==> src/shared/dlcr_defs.vh <==
// Constants for the line control register bank: offsets, fields, resets and timing.
//
// Overview of operation
// RULE_01 - Hook/ring bit 6 reads the live negative ring level; read-only.
// RULE_02 - Hook/ring bit 5 reads the live positive ring level; read-only.
// RULE_03 - Hook/ring bit 3 enables low-power on-hook line monitoring for caller ID.
// RULE_04 - With full-wave setting 0 only a positive ring sets ring indication bit 2.
// RULE_05 - With full-wave setting 1 a ring of either polarity sets ring indication.
// RULE_06 - Ring indication clears 5 seconds after the last positive ring; in full-wave mode the code also restarts the hold on a negative ring.
// RULE_07 - Ring indication clears at once when off-hook is commanded; the code keeps it set if a ring is present in that cycle.
// RULE_08 - Hook/ring bit 0 set drives the line off-hook; clear returns on-hook.
// RULE_09 - Power bit 4 holds the line side in low power; resets to 1.
// RULE_10 - Host programs the clock generator before clearing line-side power-down.
// RULE_11 - Power bit 3 set powers down the system side.
// RULE_12 - System-side power-down holds until a reset pulse is applied.
// RULE_13 - Sample rate bit 3 selects 8 kHz (0) or 16 kHz (1) sampling.
// RULE_14 - At 16 kHz the frame stays 8 kHz with two samples in adjacent slots.
// RULE_15 - Loopback bit 0 sends serial receive data unchanged to serial transmit.
// RULE_16 - Reserved bits and registers eight and nine read zero, ignore writes.
`ifndef DLCR_DEFS_VH
`define DLCR_DEFS_VH

`define DLCR_IDX_HOOK_RING      5'h05
`define DLCR_IDX_POWER          5'h06
`define DLCR_IDX_SAMPLE_RATE    5'h07
`define DLCR_IDX_RESERVED_EIGHT 5'h08
`define DLCR_IDX_RESERVED_NINE  5'h09
`define DLCR_IDX_LOOPBACK       5'h0A
`define DLCR_IDX_IRQ_STATUS     5'h10
`define DLCR_IDX_IRQ_ENABLE     5'h11
`define DLCR_IDX_IRQ_CLEAR      5'h12
`define DLCR_IDX_RING_CONFIG    5'h13

`define DLCR_BIT_RING_NEG       6
`define DLCR_BIT_RING_POS       5
`define DLCR_BIT_ONHOOK_MON     3
`define DLCR_BIT_RING_IND       2
`define DLCR_BIT_OFF_HOOK       0
`define DLCR_BIT_LINE_PD        4
`define DLCR_BIT_SYSTEM_PD      3
`define DLCR_BIT_DOUBLE_RATE    3
`define DLCR_BIT_LOOPBACK       0
`define DLCR_BIT_FULL_WAVE      0

`define DLCR_IRQ_POS_RING       0
`define DLCR_IRQ_NEG_RING       1
`define DLCR_IRQ_RING_TIMEOUT   2
`define DLCR_IRQ_WIDTH          3

`define DLCR_RST_POWER          8'h10
`define DLCR_RST_ZERO           8'h00

`define DLCR_CLK_KHZ            25000
`define DLCR_RING_HOLD_MS       5000
`define DLCR_RING_HOLD_CYCLES   (`DLCR_RING_HOLD_MS * `DLCR_CLK_KHZ)
`define DLCR_SLOT_CYCLES        8

`endif

==> src/design/dlcr_regs.v <==
// Line control register bank with APB slave, ring timing, sampling slots and loopback.
`timescale 1ns/1ps
`include "dlcr_defs.vh"

module dlcr_regs #(
   parameter [26:0] RING_HOLD_CYCLES = `DLCR_RING_HOLD_CYCLES,
   parameter [7:0]  SLOT_CYCLES      = `DLCR_SLOT_CYCLES
) (
   input  wire        REF_CLK,              // 25 MHz clock
   input  wire        RST_N,                // asynchronous reset, active low
   input  wire        CE_IN,                // clock enable, freezes all state when low
   input  wire        PSEL,                 // APB select
   input  wire        PENABLE,              // APB access phase
   input  wire        PWRITE,               // APB direction, high for write
   input  wire [7:0]  PADDR,                // APB byte address
   input  wire [31:0] PWDATA,               // APB write data
   output reg  [31:0] PRDATA,               // APB read data
   output reg         PREADY,               // APB ready
   output reg         PSLVERR,              // APB error for unmapped address
   input  wire        RING_POS_IN,          // positive ring detector pin
   input  wire        RING_NEG_IN,          // negative ring detector pin
   input  wire        FRAME_SYNC_IN,        // 8 kHz highway frame sync pin
   input  wire        SERIAL_RX_DATA_IN,    // serial receive data pin
   input  wire        TX_PATH_DATA_IN,      // filtered transmit data, same clock
   output reg         SERIAL_TX_DATA_OUT,   // serial transmit data
   output reg         OFF_HOOK_OUT,         // line-side off-hook command
   output reg         ONHOOK_MONITOR_OUT,   // low-power on-hook monitor enable
   output reg         LINE_POWERDOWN_OUT,   // line-side low-power state
   output reg         SYSTEM_POWERDOWN_OUT, // system-side powered down
   output reg         DOUBLE_RATE_OUT,      // 16 kHz sampling selected
   output reg         SAMPLE_SLOT_PULSE,    // one pulse per sample timeslot
   output reg         IRQ_OUT               // level interrupt, active high
);

   reg [2:0] ring_pos_sync_reg;
   reg [2:0] ring_neg_sync_reg;
   reg [2:0] frame_sync_reg;
   reg [2:0] rx_sync_reg;
   reg       ring_pos_lvl_reg;
   reg       ring_neg_lvl_reg;
   reg       frame_lvl_reg;
   reg       rx_lvl_reg;

   reg        off_hook_reg;
   reg        onhook_line_monitor_reg;
   reg        ring_indication_reg;
   reg        line_side_powerdown_reg;
   reg        system_side_powerdown_reg;
   reg        double_rate_sampling_reg;
   reg        digital_loopback_reg;
   reg        full_wave_ring_setting_reg;
   reg [`DLCR_IRQ_WIDTH-1:0] irq_status_reg;
   reg [`DLCR_IRQ_WIDTH-1:0] irq_enable_reg;
   reg [26:0] ring_timer_reg;
   reg [7:0]  slot_timer_reg;
   reg        second_slot_reg;

   wire [4:0] idx      = PADDR[6:2];
   wire       mapped   = map_hit(PADDR);
   wire       access   = PSEL & PENABLE & PREADY;
   wire       wr_en    = access & PWRITE & mapped & ~system_side_powerdown_reg;
   wire       wr_hook  = wr_en & (idx == `DLCR_IDX_HOOK_RING);
   wire       wr_power = wr_en & (idx == `DLCR_IDX_POWER);
   wire       wr_rate  = wr_en & (idx == `DLCR_IDX_SAMPLE_RATE);
   wire       wr_loop  = wr_en & (idx == `DLCR_IDX_LOOPBACK);
   wire       wr_ien   = wr_en & (idx == `DLCR_IDX_IRQ_ENABLE);
   wire       wr_iclr  = wr_en & (idx == `DLCR_IDX_IRQ_CLEAR);
   wire       wr_cfg   = wr_en & (idx == `DLCR_IDX_RING_CONFIG);

   wire       pos_ring  = ring_pos_sync_reg[1] == ring_pos_sync_reg[2] ?
                          ring_pos_sync_reg[1] : ring_pos_lvl_reg;
   wire       neg_ring  = ring_neg_sync_reg[1] == ring_neg_sync_reg[2] ?
                          ring_neg_sync_reg[1] : ring_neg_lvl_reg;
   wire       frame_now = frame_sync_reg[1] == frame_sync_reg[2] ?
                          frame_sync_reg[1] : frame_lvl_reg;
   wire       rx_now    = rx_sync_reg[1] == rx_sync_reg[2] ?
                          rx_sync_reg[1] : rx_lvl_reg;
   wire       pos_rise  = pos_ring & ~ring_pos_lvl_reg;
   wire       neg_rise  = neg_ring & ~ring_neg_lvl_reg;
   wire       frame_rise = frame_now & ~frame_lvl_reg;

   wire       off_hook_next = wr_hook ? PWDATA[`DLCR_BIT_OFF_HOOK] : off_hook_reg;
   // A negative ring only counts in full-wave mode.
   wire       ring_set = pos_ring |
                         (full_wave_ring_setting_reg & neg_ring); // see RULE_04, RULE_05
   wire       ring_timeout = ring_indication_reg & ~ring_set & (ring_timer_reg == 27'h0);
   wire       off_hook_cmd = off_hook_next & ~off_hook_reg;
   wire [`DLCR_IRQ_WIDTH-1:0] irq_events = {ring_timeout, neg_rise, pos_rise};
   wire [`DLCR_IRQ_WIDTH-1:0] irq_clear  = wr_iclr ? PWDATA[`DLCR_IRQ_WIDTH-1:0] :
                                           {`DLCR_IRQ_WIDTH{1'b0}};

   // Word-aligned addresses of mapped registers only; reserved eight and nine are mapped.
   function map_hit;
      input [7:0] addr;
      begin
         map_hit = (addr[1:0] == 2'b00) && (addr[7] == 1'b0) &&
                   ((addr[6:2] >= `DLCR_IDX_HOOK_RING && addr[6:2] <= `DLCR_IDX_LOOPBACK) ||
                    (addr[6:2] >= `DLCR_IDX_IRQ_STATUS && addr[6:2] <= `DLCR_IDX_RING_CONFIG));
      end
   endfunction

   function [7:0] read_word;
      input [4:0] ridx;
      begin
         read_word = 8'h00; // see RULE_16
         case (ridx)
            `DLCR_IDX_HOOK_RING: begin
               read_word[`DLCR_BIT_RING_NEG]   = ring_neg_lvl_reg;        // see RULE_01
               read_word[`DLCR_BIT_RING_POS]   = ring_pos_lvl_reg;        // see RULE_02
               read_word[`DLCR_BIT_ONHOOK_MON] = onhook_line_monitor_reg;
               read_word[`DLCR_BIT_RING_IND]   = ring_indication_reg;
               read_word[`DLCR_BIT_OFF_HOOK]   = off_hook_reg;
            end
            `DLCR_IDX_POWER: begin
               read_word[`DLCR_BIT_LINE_PD]   = line_side_powerdown_reg;
               read_word[`DLCR_BIT_SYSTEM_PD] = system_side_powerdown_reg;
            end
            `DLCR_IDX_SAMPLE_RATE: begin
               read_word[`DLCR_BIT_DOUBLE_RATE] = double_rate_sampling_reg;
            end
            `DLCR_IDX_LOOPBACK: begin
               read_word[`DLCR_BIT_LOOPBACK] = digital_loopback_reg;
            end
            `DLCR_IDX_IRQ_STATUS: begin
               read_word[`DLCR_IRQ_WIDTH-1:0] = irq_status_reg;
            end
            `DLCR_IDX_IRQ_ENABLE: begin
               read_word[`DLCR_IRQ_WIDTH-1:0] = irq_enable_reg;
            end
            `DLCR_IDX_RING_CONFIG: begin
               read_word[`DLCR_BIT_FULL_WAVE] = full_wave_ring_setting_reg;
            end
            default: begin
               read_word = 8'h00;
            end
         endcase
      end
   endfunction

   // Pin synchronisers; a level is accepted once the second and third stages agree.
   always @(posedge REF_CLK or negedge RST_N) begin
      if (!RST_N) begin
         ring_pos_sync_reg <= 3'h0;
         ring_neg_sync_reg <= 3'h0;
         frame_sync_reg    <= 3'h0;
         rx_sync_reg       <= 3'h0;
         ring_pos_lvl_reg  <= 1'b0;
         ring_neg_lvl_reg  <= 1'b0;
         frame_lvl_reg     <= 1'b0;
         rx_lvl_reg        <= 1'b0;
      end else if (CE_IN) begin
         ring_pos_sync_reg <= {ring_pos_sync_reg[1:0], RING_POS_IN};
         ring_neg_sync_reg <= {ring_neg_sync_reg[1:0], RING_NEG_IN};
         frame_sync_reg    <= {frame_sync_reg[1:0], FRAME_SYNC_IN};
         rx_sync_reg       <= {rx_sync_reg[1:0], SERIAL_RX_DATA_IN};
         ring_pos_lvl_reg  <= pos_ring;
         ring_neg_lvl_reg  <= neg_ring;
         frame_lvl_reg     <= frame_now;
         rx_lvl_reg        <= rx_now;
      end
   end

   // APB slave answers with PREADY one cycle into the access phase.
   always @(posedge REF_CLK or negedge RST_N) begin
      if (!RST_N) begin
         PREADY  <= 1'b0;
         PSLVERR <= 1'b0;
         PRDATA  <= 32'h0;
      end else if (CE_IN) begin
         PREADY  <= PSEL & PENABLE & ~PREADY;
         PSLVERR <= PSEL & PENABLE & ~PREADY & ~mapped;
         if (PSEL & PENABLE & ~PREADY & ~PWRITE & mapped) begin
            PRDATA <= {24'h0, read_word(idx)};
         end else begin
            PRDATA <= 32'h0;
         end
      end
   end

   // Control registers; a system-side power-down blocks all writes until reset.
   always @(posedge REF_CLK or negedge RST_N) begin
      if (!RST_N) begin
         off_hook_reg               <= 1'b0;
         onhook_line_monitor_reg    <= 1'b0;
         line_side_powerdown_reg    <= 1'b1; // see RULE_09
         system_side_powerdown_reg  <= 1'b0;
         double_rate_sampling_reg   <= 1'b0;
         digital_loopback_reg       <= 1'b0;
         full_wave_ring_setting_reg <= 1'b0;
         irq_enable_reg             <= {`DLCR_IRQ_WIDTH{1'b0}};
      end else if (CE_IN) begin
         off_hook_reg <= off_hook_next; // see RULE_08
         if (wr_hook) begin
            onhook_line_monitor_reg <= PWDATA[`DLCR_BIT_ONHOOK_MON]; // see RULE_03
         end
         if (wr_power) begin
            line_side_powerdown_reg   <= PWDATA[`DLCR_BIT_LINE_PD];   // see RULE_09
            system_side_powerdown_reg <= PWDATA[`DLCR_BIT_SYSTEM_PD]; // see RULE_11, RULE_12
         end
         if (wr_rate) begin
            double_rate_sampling_reg <= PWDATA[`DLCR_BIT_DOUBLE_RATE]; // see RULE_13
         end
         if (wr_loop) begin
            digital_loopback_reg <= PWDATA[`DLCR_BIT_LOOPBACK];
         end
         if (wr_ien) begin
            irq_enable_reg <= PWDATA[`DLCR_IRQ_WIDTH-1:0];
         end
         if (wr_cfg) begin
            full_wave_ring_setting_reg <= PWDATA[`DLCR_BIT_FULL_WAVE];
         end
      end
   end

   // Ring indication with hold timer; a new ring wins over the off-hook clear.
   always @(posedge REF_CLK or negedge RST_N) begin
      if (!RST_N) begin
         ring_indication_reg <= 1'b0;
         ring_timer_reg      <= 27'h0;
      end else if (CE_IN) begin
         if (ring_set) begin
            ring_indication_reg <= 1'b1;                   // see RULE_04, RULE_05
            ring_timer_reg      <= RING_HOLD_CYCLES - 27'h1; // see RULE_06
         end else if (off_hook_cmd) begin
            ring_indication_reg <= 1'b0;                   // see RULE_07
            ring_timer_reg      <= 27'h0;
         end else if (ring_timeout) begin
            ring_indication_reg <= 1'b0;                   // see RULE_06
         end else if (ring_timer_reg != 27'h0) begin
            ring_timer_reg <= ring_timer_reg - 27'h1;
         end
      end
   end

   // Sticky interrupt status; an event in the clearing cycle keeps its bit set.
   always @(posedge REF_CLK or negedge RST_N) begin
      if (!RST_N) begin
         irq_status_reg <= {`DLCR_IRQ_WIDTH{1'b0}};
         IRQ_OUT        <= 1'b0;
      end else if (CE_IN) begin
         irq_status_reg <= (irq_status_reg & ~irq_clear) | irq_events;
         IRQ_OUT        <= |(irq_status_reg & irq_enable_reg);
      end
   end

   // Sample slots: one per frame, or two in adjacent slots at double rate.
   always @(posedge REF_CLK or negedge RST_N) begin
      if (!RST_N) begin
         slot_timer_reg    <= 8'h00;
         second_slot_reg   <= 1'b0;
         SAMPLE_SLOT_PULSE <= 1'b0;
      end else if (CE_IN) begin
         SAMPLE_SLOT_PULSE <= 1'b0;
         if (frame_rise) begin
            SAMPLE_SLOT_PULSE <= 1'b1;
            second_slot_reg   <= double_rate_sampling_reg; // see RULE_14
            slot_timer_reg    <= SLOT_CYCLES - 8'h01;
         end else if (second_slot_reg) begin
            if (slot_timer_reg == 8'h00) begin
               SAMPLE_SLOT_PULSE <= 1'b1;                  // see RULE_14
               second_slot_reg   <= 1'b0;
            end else begin
               slot_timer_reg <= slot_timer_reg - 8'h01;
            end
         end
      end
   end

   // Output flops for control levels and the serial transmit path.
   always @(posedge REF_CLK or negedge RST_N) begin
      if (!RST_N) begin
         SERIAL_TX_DATA_OUT   <= 1'b0;
         OFF_HOOK_OUT         <= 1'b0;
         ONHOOK_MONITOR_OUT   <= 1'b0;
         LINE_POWERDOWN_OUT   <= 1'b1;
         SYSTEM_POWERDOWN_OUT <= 1'b0;
         DOUBLE_RATE_OUT      <= 1'b0;
      end else if (CE_IN) begin
         SERIAL_TX_DATA_OUT   <= digital_loopback_reg ? rx_lvl_reg :
                                 TX_PATH_DATA_IN; // see RULE_15
         OFF_HOOK_OUT         <= off_hook_reg;
         ONHOOK_MONITOR_OUT   <= onhook_line_monitor_reg;  // see RULE_03
         LINE_POWERDOWN_OUT   <= line_side_powerdown_reg;
         SYSTEM_POWERDOWN_OUT <= system_side_powerdown_reg; // see RULE_12
         DOUBLE_RATE_OUT      <= double_rate_sampling_reg;
      end
   end

endmodule

==> config.mk <==
export PLATFORM = sky130hd
export DESIGN_NAME = dlcr_regs
export DESIGN_NICKNAME = d
export VERILOG_FILES = /design/src/design/dlcr_regs.v
export VERILOG_INCLUDE_DIRS = /design/src /design/src/shared
export SDC_FILE = /design/constraint.sdc
export NUM_CORES = 1
export LEC_CHECK = 0
export ABC_AREA = 1
export BUFFER_PORTS_ARGS = -buffer_cell sky130_fd_sc_hd__buf_4
export CELL_PAD_IN_SITES_DETAIL_PLACEMENT = 0
export CELL_PAD_IN_SITES_GLOBAL_PLACEMENT = 1
export CORE_MARGIN = 4
export CORE_UTILIZATION = 25
export DETAILED_ROUTE_END_ITERATION = 6
export HOLD_SLACK_MARGIN = 0.05
export PLACE_DENSITY = 0.59
export SYNTH_ARGS = -nofsm -noshare
export SYNTH_HDL_FRONTEND = slang
export SYNTH_SLANG_ARGS = --single-unit
==> constraint.sdc <==
create_clock -name REF_CLK -period 1.75 [get_ports REF_CLK]
set_clock_uncertainty 0.15 [all_clocks]
set_input_delay 0.2625 -clock REF_CLK [delete_from_list [all_inputs] [get_ports REF_CLK]]
set_output_delay 0.2625 -clock REF_CLK [all_outputs]
set_load 0.03 [all_outputs]
# After elaboration in Yosys (flattened, before gate mapping)
# Index checks and enable logic that the tools add are counted.
[totals] register_bits=108 wordCells=142
[op_classes] n_addsub=2 magnitude_cmp=4 n_eq_ne=14 n_mux=29 bitwise=38 n_reduce_logical=23
[ops] cell="27-bit 2-to-1 mux" count=4
[ops] cell="27-bit logical NOT" count=1
[ops] cell="27-bit nonzero test" count=1
[ops] cell="27-bit by 1-bit subtractor with 27-bit output, second input constant" count=1
[ops] cell="8-bit 2-to-1 mux" count=3
[ops] cell="1-bit bitwise AND" count=23
[ops] cell="5-bit equality test, second input constant" count=4
[ops] cell="2-bit AND reduction" count=8
[ops] cell="5-bit by 3-bit equality test with 1-bit output, second input constant" count=3
[ops] cell="1-bit 2-to-1 mux" count=15
[ops] cell="1-bit inverter" count=10
[ops] cell="8-bit logical NOT" count=1
[ops] cell="8-bit by 1-bit subtractor with 8-bit output, second input constant" count=1
[ops] cell="7-bit 2-to-1 mux" count=1
[ops] cell="3-bit bitwise AND" count=2
[ops] cell="1-bit one-hot mux with 3 select lines" count=2
[ops] cell="3-bit AND reduction" count=2
[ops] cell="3-bit nonzero test" count=2
[ops] cell="5-bit by 4-bit equality test with 1-bit output, second input constant" count=1
[ops] cell="5-bit by 3-bit >= comparator with 1-bit output, second input constant" count=1
[ops] cell="5-bit >= comparator, second input constant" count=1
[ops] cell="5-bit by 4-bit less-or-equal comparator with 1-bit output, second input constant" count=1
[ops] cell="5-bit less-or-equal comparator, second input constant" count=1
[ops] cell="1-bit one-hot mux with 5 select lines" count=1
[ops] cell="14 further kinds" count=20

# Longest topological paths before layout
# Gate-level depths: netlist of the first run.
[depth] depth_word=11 ltp_mapped=12 mapped_depth_nobuf=12

# Least setup slack after synthesis of the first run
# Ideal clock, no wire load.
[synth_path] path_type="register -> register" from="reg ring_timer_reg[0]" to="reg ring_timer_reg[21]" setup_ns=0.116 arrival_time_ns=1.677 path_slack_ns=-0.194 path_stages_with_launch=13 path_buffers=1 period_less_slack_ns=1.944 cell_sequence="dfrtp_1 > inv_1 > ha_1 > nand3_2 > nor2_4 > nand3_2 > nor2_2 > nand3_2 > nor2_2 > nor2_8 > buf_6 > nand2_1 > nand2_1"
[synth_between] elab_chain_len=5 word_cells_on_any_way=11
[synth_lines] element="start: declaration" line="dlcr_regs.v:54" rtl="reg [26:0] ring_timer_reg;"
[synth_lines] element="start signal: assignment" line="dlcr_regs.v:223" rtl="ring_timer_reg <= RING_HOLD_CYCLES - 27'h1;"
[synth_lines] element="start signal: assignment" line="dlcr_regs.v:230" rtl="ring_timer_reg <= ring_timer_reg - 27'h1;"
[synth_lines] element="27-bit by 1-bit subtractor with 27-bit output" line="dlcr_regs.v:230"
[synth_lines] element="27-bit 2-to-1 mux" line="dlcr_regs.v:229" rtl="end else if (ring_timer_reg != 27'h0) begin"
[synth_lines] element="27-bit 2-to-1 mux" line="dlcr_regs.v:227" rtl="end else if (ring_timeout) begin"
[synth_lines] element="27-bit 2-to-1 mux" line="dlcr_regs.v:224" rtl="end else if (off_hook_cmd) begin"
[synth_lines] element="27-bit 2-to-1 mux" line="dlcr_regs.v:221" rtl="if (ring_set) begin"
# Parallel ways exist; a longest one is shown, timed or not. The select of a mux whose other input is x is not followed.
# A chain may end at the register's enable or synchronous reset.

# Final worst setup path of the first run
[layout_path] from="reg ring_timer_reg[0]" to="reg ring_timer_reg[22]"
# The elaborated chain is that of the path after synthesis.

==> results of run 1 <==
==> worst max-delay path, stage by stage (launching register included) <==
cell and delay [ns]:
dfrtp_1 0.39, inv_2 0.07, ha_4 0.17, nand3_4 0.09, nor2_4 0.12, nand3_4 0.10, nor2_4 0.11, nand3_4 0.10
nor2_4 0.15, buf_6 0.15, nor2_4 0.08, nand2_1 0.09, nand2_1 0.05
==> metrics by stage <==
stage / area (sq um) / hold slack [ns] / total power, mW / util (%) / setup slack, ns
floorplan: 4975 / -0.1831 / 3.901 / - / -0.1312
global placement: 6201 / 0.08245 / 5.004 / 32.82 / -0.2573
detailed placement: 6201 / 0.09023 / 5.077 / 32.82 / -0.3137
CTS: 6675 / 0.05451 / 7.208 / 35.33 / -0.1698
global route: 6893 / 0.05392 / 7.826 / 36.48 / -0.3113
finish: 6893 / 0.05693 / 7.262 / 36.48 / -0.1868
==> power breakdown <==
part	switching [mW]	total (mW)	internal, mW
logic	1.44	2.75	1.31
clock network	0.836	1.99	1.16
registers	0.267	2.52	2.25
==> cell families after synthesis <==
kind of cell / after synthesis
other: 1
flip-flops: 83
adder cells (fa/ha/maj): 2
XOR/XNOR: 18
AND/OR/NAND/NOR: 357
AO/OA/AOI/OAI: 87
buffers and inverters: 109
==> metal layers <==
metal / global-route usage [%] / up-vias / share of wire, %
met4: 2.982 / 0 / 0.65
li1: - / 2356 / -
met1: 17.19 / 2153 / 48
met5: 0 / - / 0
met2: 21.54 / 99 / 47
met3: 3.547 / 6 / 4.6
==> final cells by class <==
cell class / count / area (sq um) / area share (%)
tap: 260 / 325.3 / 4.720
sequential: 83 / 2082 / 30.21
inverter: 67 / 251.5 / 3.649
multi-input combinational: 493 / 2577 / 37.39
clock inverter: 6 / 71.32 / 1.035
timing repair buffer: 167 / 1346 / 19.53
clock buffer: 10 / 239.0 / 3.467
==> placed cells by master (no fill, tap or decap), drive strengths merged, types with 6 or more instances in the layout <==
cell / instances
a21oi: 8
a31oi: 6
buf: 159
clkbuf: 10
conb: 25
dfrtp: 81
dlygate4sd3: 8
inv: 69
nand2: 227
nand3: 33
nand4: 9
nor2: 84
o21ai: 58
xnor2: 6
xor2: 12
==> worst min path at each step <==
stage / startpoint / end / slack (ns)
final: PWDATA[2] / irq_enable_reg[2] / 0.06
after global routing: PWDATA[2] / irq_enable_reg[2] / 0.05
after CTS: PWDATA[2] / irq_enable_reg[2] / 0.05
after detailed placement: RST_N / onhook_line_monitor_reg / 0.09
after global placement: RST_N / ONHOOK_MONITOR_OUT / 0.08
after floorplan: RST_N / DOUBLE_RATE_OUT / -0.18
==> what timing repair did <==
item	CTS	global route
endpoints found under the hold margin	36	0
buffers inserted	2	5
endpoints found under the setup margin	46	47
gates cloned	0	4
pin swaps	1	33
hold buffers	8	0
gates resized for setup	18	56
==> flow_summary.ini, run 1 <==
[clocking]
clk-insertion-delay-late_ns = 0.35
cts_root_buf = clkbuf_16
clk_pin_slew_worst_paths_ns = 0.06
cts_max_level = 3
cts_inserted_buffers = 9
cts_tree = yes
ctsLongestPathBuffers = 2
cts_num_sinks = 83

[sta]
fin_setup_tns_ns = -4.719
hold_viol = 0
setup_violations = 37
setup_ws_ns = -0.1868
period_minus_slack_ns = 1.937
fmax_mhz = 516.3
rsz0062_at_grt = yes
slew_viol_final = 0
timing.final.crit_share_pct = 110.7

[synthesis]
netlist_top_cells_count = nand2_1, dfrtp_1, nor2_1, inv_1, o21ai_0
yosysWarnings = 0
ys.flop_type = dfrtp_1
synth_compound_area_share_pct = 10.25
synth_top_area_cell = dfrtp_1
synthTopCellsByArea = dfrtp_1, nand2_1, o21ai_0
synthSimpleGateAreaFrac_pct = 31.85
synthArstFlopShare_pct = 100.0
ys_types = 39
synthAdderAreaFrac_pct = 0.5161
avgSynthCellArea_sq_um = 7.380
synth-xor-area-share_pct = 3.252
synth_top_family_by_area = simple AND/OR/NAND/NOR gates
yosysSeqAreaShare_pct = 42.89
synth_enable_flop_cells = 0
yosysMostFrequentCell = nand2_1
synthMuxAreaShare_pct = 0
synth_top_area_share_pct = 41.81
ys_seq_elements = 83
synthCells = 657
syn_area_sq_mm = 0.004848

[power_and_ir_drop]
power.leakage_nw = 3.482
power_density_mw_per_mm2 = 1054
vdd.ir_drop.worst_mv = 0.5469

[route]
via_count = 4614
drt_wl_total_mm = 14.26
avgRoutedWirePerCell_um = 13.13
drc = 0
drt_iter0_drc = 238
via_per_inst = 4.249
first_pass_iters = 5
drtAntennaViolNets = 0

[worst_setup_path]
cp-endpoint = ring_timer_reg[22]
worstSetupStartpointType = register
timing.reg2reg.worst_path_depth = 12
crit_fanout = 7
crit_type = reg -> reg
critPathArrivalTime_ns = 2.02
r2r_slack_ns = -0.19
r2r-end = ring_timer_reg[22]
end_kind = register
rr_startpoint = ring_timer_reg[0]
critPathLaunch = ring_timer_reg[0]
cp.required_ns = 1.84

[die]
ios = 93
fp.coreArea_sq_mm = 0.01889
initial_core_util_pct = 25.66
die_h_um = 147.3
design.die.area_sq_mm = 0.02169
fp.dieW_um = 147.3
fp-row-count = 50

[placement]
dp_hpwl_mm = 10.10
place.gp.congestion = 0.8531
port_buffers = 40
placed_cells = 1051

[layout]
nNetsFinal = 874
nFillCells = 2022
instances_no_fill = 1086
antennaDiodeCount = 0
area_delta_synth_final_pct = 42.17
drive_gt1_share_pct = 31.11
largest_reg_flops = 27

[grt]
overflow = 0
grt_max_degree = 40
grt_pass1_vias = 4645
track_usage_pct = 13.08
grt_pass1_wl_mm = 23.06
antenna_found_initial = 0

[status]
status = finished, violations left
violations = negative setup slack

[worst_hold_path]
hold_path_depth = 3
hold_class = in -> reg

[flow_run]
cap_violations = 0
Power figures use the tool's default switching activity.
==> inputs of run 2 (changes only) <==
--- a/config.mk
+++ b/config.mk
@@ -14,7 +14,8 @@
 export CORE_UTILIZATION = 25
 export DETAILED_ROUTE_END_ITERATION = 6
 export HOLD_SLACK_MARGIN = 0.05
-export PLACE_DENSITY = 0.59
+export PLACE_DENSITY = 0.57
+export SETUP_SLACK_MARGIN = 0.05
 export SYNTH_ARGS = -nofsm -noshare
 export SYNTH_HDL_FRONTEND = slang
 export SYNTH_SLANG_ARGS = --single-unit
==> constraint.sdc (replaced) <==
create_clock -name REF_CLK -period 2.5 [get_ports REF_CLK]
set_clock_uncertainty 0.15 [all_clocks]
set_input_delay 0.375 -clock REF_CLK [delete_from_list [all_inputs] [get_ports REF_CLK]]
set_output_delay 0.375 -clock REF_CLK [all_outputs]
set_load 0.03 [all_outputs]
==> run 2 against run 1 <==
  * The run now ends clean
  * Sequential cell count unchanged
  * Design area decreased by 17%
  * Maximum frequency decreased by 15%
  * Combinational power fell by 57%
  * Register-to-register slack gained 0.42 ns
  * Critical path depth is the same
  * Worst setup slack improved by 0.42 ns
  * Critical path type unchanged
  * Largest cell class unchanged
  * Highest routed layer unchanged
==> flow_summary.ini, run 2 (same netlist as run 1, synthesis figures left out) <==
[layout]
area_delta_synth_final_pct = 18.06
final_common_cell = nand2_1
drive_gt1_share_pct = 14.57
nNetsFinal = 762
antennaDiodeCount = 0
layout_common_cells = nand2_1, dfrtp_1, nor2_1
instances_no_fill = 974
largest_reg_flops = 27
final_core_util_pct = 30.30

[route]
wl_met3_um = 607
first_pass_iters = 5
avgRoutedWirePerCell_um = 13.23
top_layer_used = met4
via_count = 4187
routed-wl-met2_mm = 5.825
drc = 0
via_per_inst = 4.299
drtAntennaViolNets = 0
drt_iter0_drc = 283
drt_wl_total_mm = 12.89
wl_met1_mm = 6.348

[clocking]
clk-insertion-delay-late_ns = 0.35
cts_tree = yes
cts_root_buf = clkbuf_16
cts_setup_buffers = 0
cts_inserted_buffers = 9
cts_max_level = 3
ctsLongestPathBuffers = 2
cts_num_sinks = 83
clk_pin_slew_worst_paths_ns = 0.06

[sta]
slew_viol_final = 0
fmax_mhz = 440.3
timing.final.crit_share_pct = 90.84
setup_violations = 0
worst_slew_margin_rel_pct = 59.42
rsz0062_at_grt = no
worst_slew_pin_slew_ns = 0.6065
period_minus_slack_ns = 2.271
fin_setup_tns_ns = 0
hold_viol = 0

[die]
fp-row-count = 50
design.die.area_sq_mm = 0.02169
die_h_um = 147.3
ios = 93
initial_core_util_pct = 25.66
fp.coreArea_sq_mm = 0.01889
fp.dieW_um = 147.3

[worst_setup_path]
critPathTopFamily = simple AND/OR/NAND/NOR gates
cp_cell_sequence = inv_1 -> ha_1 -> buf_4 -> nand2_1 -> nor2_1 -> nand3_1 -> nor2_1 -> nand2_1 -> o21ai_0 -> nor2_1 -> nand2_1 -> nand2_1
worstSetupStartpointType = register
cp.required_ns = 2.59
cp_common_cell = nand2_1
critPathArrivalTime_ns = 2.36
crit_fanout = 5
crit_type = reg -> reg
cp_slowest_cell = dfrtp_1
path_buf_inv = 2
end_kind = register
cpPeakStageDelay_ns = 0.42

[power_and_ir_drop]
power_density_mw_per_mm2 = 742.2
vdd.ir_drop.worst_mv = 0.3487
power.leakage_nw = 2.893

[placement]
placed_cells = 956
port_buffers = 40
place.gp.congestion = 0.8109
dp_hpwl_mm = 9.141

[status]
status = complete, no violations

[grt]
grt_max_degree = 49
grt_pass1_vias = 4228
track_usage_pct = 12.33
overflow = 0
grt_pass1_wl_mm = 21.69
antenna_found_initial = 0

[worst_hold_path]
hold_class = in -> reg

[flow_run]
cap_violations = 0
-- run 2: stage by stage --
stage | setup WS, ns | power, mW | hold WS, ns | area, sq um
4_1_cts | 0.2161 | 4.312 | 0.07748 | 5724
5_1_grt | 0.05088 | 4.588 | 0.07938 | 5724
3_5_place_dp | 0.04584 | 3.016 | 0.2208 | 5426
3_3_place_gp | 0.07637 | 2.990 | 0.2200 | 5426
6_report | 0.2290 | 4.249 | 0.08837 | 5724
2_1_floorplan | 0.5562 | 2.702 | -0.07059 | 4938
-- run 2: timing repair --
item | CTS | global route
hold endpoints to repair | 33 | 0
setup endpoints to repair | 15 | 0
resized for setup | 1 | 0
hold buffers | 1 | 0
-- run 2: worst reg2reg max path, cell delays in order, from the launching register on --
cell     delay (ns)
dfrtp_1        0.42
inv_1          0.07
ha_1           0.18
buf_4          0.13
nand2_1        0.12
nor2_1         0.18
nand3_1        0.18
nor2_1         0.28
nand2_1        0.14
o21ai_0        0.16
nor2_1         0.07
nand2_1        0.05
nand2_1        0.04
-- run 2: path summary, 6_finish.rpt --
check	depth (start not counted)	slack, ns	start	end
max	12	0.23	ring_timer_reg[0]	ring_timer_reg[18]
min	3	0.09	RING_POS_IN	ring_pos_sync_reg[0]
max reg2reg	12	0.23	ring_timer_reg[0]	ring_timer_reg[18]
min reg2reg	1	0.30	ring_neg_lvl_reg	irq_status_reg[1]
max in group asynchronous	3	1.17	RST_N	ring_timer_reg[6]
min in group asynchronous	2	0.38	RST_N	rx_lvl_reg
-- run 2: where the power goes --
part	internal (mW)	switching [mW]
sequential	1.57	0.234
combinational	0.434	0.755
clock	0.679	0.574
-- run 2: metal layers --
metal / track usage [%] / vias up
met3: 3.239 / 8
met5: 0 / -
met2: 19.63 / 82
li1: - / 2128
met1: 16.78 / 1969
met4: 2.982 / 0
-- run 2: layout make-up --
| class | instances | area [sq um] |
|---|---|---|
| clock inverters | 5 | 38.79 |
| repair buffers | 58 | 462.9 |
| fillers | 2111 | 13170 |
| multi-input cells | 490 | 2333 |
| well taps | 260 | 325.3 |
| clock buffers | 11 | 232.7 |
| inverters | 67 | 251.5 |
| flip-flops and latches | 83 | 2079 |
==> inputs of run 3 (changes only) <==
==> constraint.sdc (replaced) <==
create_clock -name REF_CLK -period 2.3 [get_ports REF_CLK]
set_clock_uncertainty 0.15 [all_clocks]
set_input_delay 0.345 -clock REF_CLK [delete_from_list [all_inputs] [get_ports REF_CLK]]
set_output_delay 0.345 -clock REF_CLK [all_outputs]
set_load 0.03 [all_outputs]
==> run 3 against run 2 <==
  * Non-clock buffer count grew 10
  * Register-to-register slack got worse by 0.02 ns
  * Sequential share of layout area is 0.76 points lower
  * Global-route usage is essentially flat
  * Largest power group unchanged
==> flow_summary.ini, run 3 (same netlist as run 1, synthesis figures left out) <==
[power_and_ir_drop]
power_density_mw_per_mm2 = 819.4
power.share.sequential_pct = 40.9
power_frac_clock_pct = 31.6
combPwrFrac_pct = 27.5
vdd.ir_drop.worst_mv = 0.3659
p_int_mw = 3.066
p_sw_share_pct = 35.99
p_total_mw = 4.791
p_sw_mw = 1.725
power.leakage_nw = 2.959

[die]
design.die.area_sq_mm = 0.02169
initial_core_util_pct = 25.66
fp-row-count = 50
fp.dieW_um = 147.3
die_h_um = 147.3
fp.coreArea_sq_mm = 0.01889
ios = 93

[sta]
fmax_mhz = 479.1
rsz0062_at_grt = no
fin_setup_tns_ns = 0
setup_ws_ns = 0.2125
setup_violations = 0
slew_viol_final = 0
period_minus_slack_ns = 2.087
hold_ws_ns = 0.05868
hold_viol = 0
timing.final.crit_share_pct = 90.76

[grt]
grt_pass1_vias = 4120
use_met3_pct = 3.270
met2_usage_pct = 19.49
top_usage_layer = met2
track_usage_pct = 12.33
overflow = 0
antenna_found_initial = 0
grt_pass1_wl_mm = 21.61
grtUsageMet1_pct = 16.91
grt_max_degree = 34

[clocking]
cts_max_level = 3
clk_pin_slew_worst_paths_ns = 0.07
cts_inserted_buffers = 9
cts_num_sinks = 83
ctsLongestPathBuffers = 2
clk-insertion-delay-late_ns = 0.35
cts_tree = yes
cts_root_buf = clkbuf_16

[worst_hold_path]
min_from = SERIAL_RX_DATA_IN
hold_class = in -> reg

[layout]
regArea_sq_mm = 0.002079
instances_no_fill = 983
nNetsFinal = 771
drive_gt1_share_pct = 15.91
area_delta_synth_final_pct = 20.59
largest_reg_flops = 27
final_cell_area_sq_mm = 0.005847
final_core_util_pct = 30.95
layout_common_cells = nand2_1, dfrtp_1, nor2_1
multi_input_area_sq_mm = 0.002327
nFillCells = 2094
final_common_cell = nand2_1
antennaDiodeCount = 0

[placement]
dp_hpwl_mm = 9.437
placed_cell_area_sq_mm = 0.005499
post-place-ws_ns = 0.1325
port_buffers = 40
place.gp.congestion = 0.8276
placed_cells = 964

[worst_setup_path]
critPathLaunch = ring_timer_reg[1]
worstSetupStartpointType = register
crit_type = reg -> reg
cp_common_cell = nand3_2
critPathArrivalTime_ns = 2.17
crit_fanout = 27
end_kind = register
rr_startpoint = ring_timer_reg[1]
cp_cell_sequence = inv_1 -> ha_2 -> nand3_2 -> nor2_4 -> nand3_2 -> nor2_2 -> nand3_2 -> nor2_4 -> nor2_8 -> buf_12 -> nand2_1 -> nand2_1
cpPeakStageDelay_ns = 0.39
cp.required_ns = 2.39
cp_slowest_cell = dfrtp_1

[route]
drc = 0
first_pass_iters = 4
via_count = 4213
drtAntennaViolNets = 0
drt_wl_total_mm = 12.84
avgRoutedWirePerCell_um = 13.06
via_per_inst = 4.286
drt_iter0_drc = 186

[flow_run]
cap_violations = 0

[status]
status = complete, no violations
[run 3: worst paths after layout]
kind                                      end  slack (ns)  cells past startpoint
max in group asynchronous   ring_timer_reg[2]        1.00                      3
min in group asynchronous      rx_sync_reg[1]        0.31                      2
hold / removal                 rx_sync_reg[0]        0.06                      3
setup / recovery           ring_timer_reg[19]        0.21                     12
setup reg to reg           ring_timer_reg[19]        0.21                     12
hold reg to reg             irq_status_reg[1]        0.31                      1
[run 3: power by group through the flow]
| stage | sequential [mW] | combinational, mW | clock [mW] |
|---|---|---|---|
| 6_report | 1.96 | 1.32 | 1.51 |
| 5_1_grt | 2.00 | 1.54 | 1.64 |
| 4_1_cts | 1.96 | 1.33 | 1.57 |
| 3_5_place_dp | 1.98 | 1.32 | 0 |
| 3_3_place_gp | 1.97 | 1.30 | 0 |
| 2_1_floorplan | 1.94 | 0.996 | 0 |
[run 3: layout make-up]
cell class / instances / area share (%)
Timing Repair Buffer: 68 / 9.501
Inverter: 67 / 4.301
Tap cell: 260 / 5.564
Clock buffer: 9 / 3.852
Multi-Input combinational cell: 489 / 39.80
Sequential cell: 83 / 35.57
Clock inverter: 7 / 1.412
[run 3: repair_timing]
item                                   CTS  global route
hold buffers                             3             0
buffers inserted                         0             0
endpoints found under the hold margin   28             0
setup endpoints to repair                0            32
gates resized for setup                  0             3
[run 3: worst max-delay path, delay by kind of cell, from the launching register on]
kind	cells	cell delay (ns)
flip-flops	1	0.39
buffers and inverters	2	0.23
AND/OR/NAND/NOR	9	0.96
adder cells (fa/ha/maj)	1	0.23
[run 3: routing by layer]
metal  vias to the layer above  routed length (um)
met1                      1967                6203
met2                        88                5853
met4                         0                 139
met3                        10                 639
met5                         -                   0
li1                       2148                   -
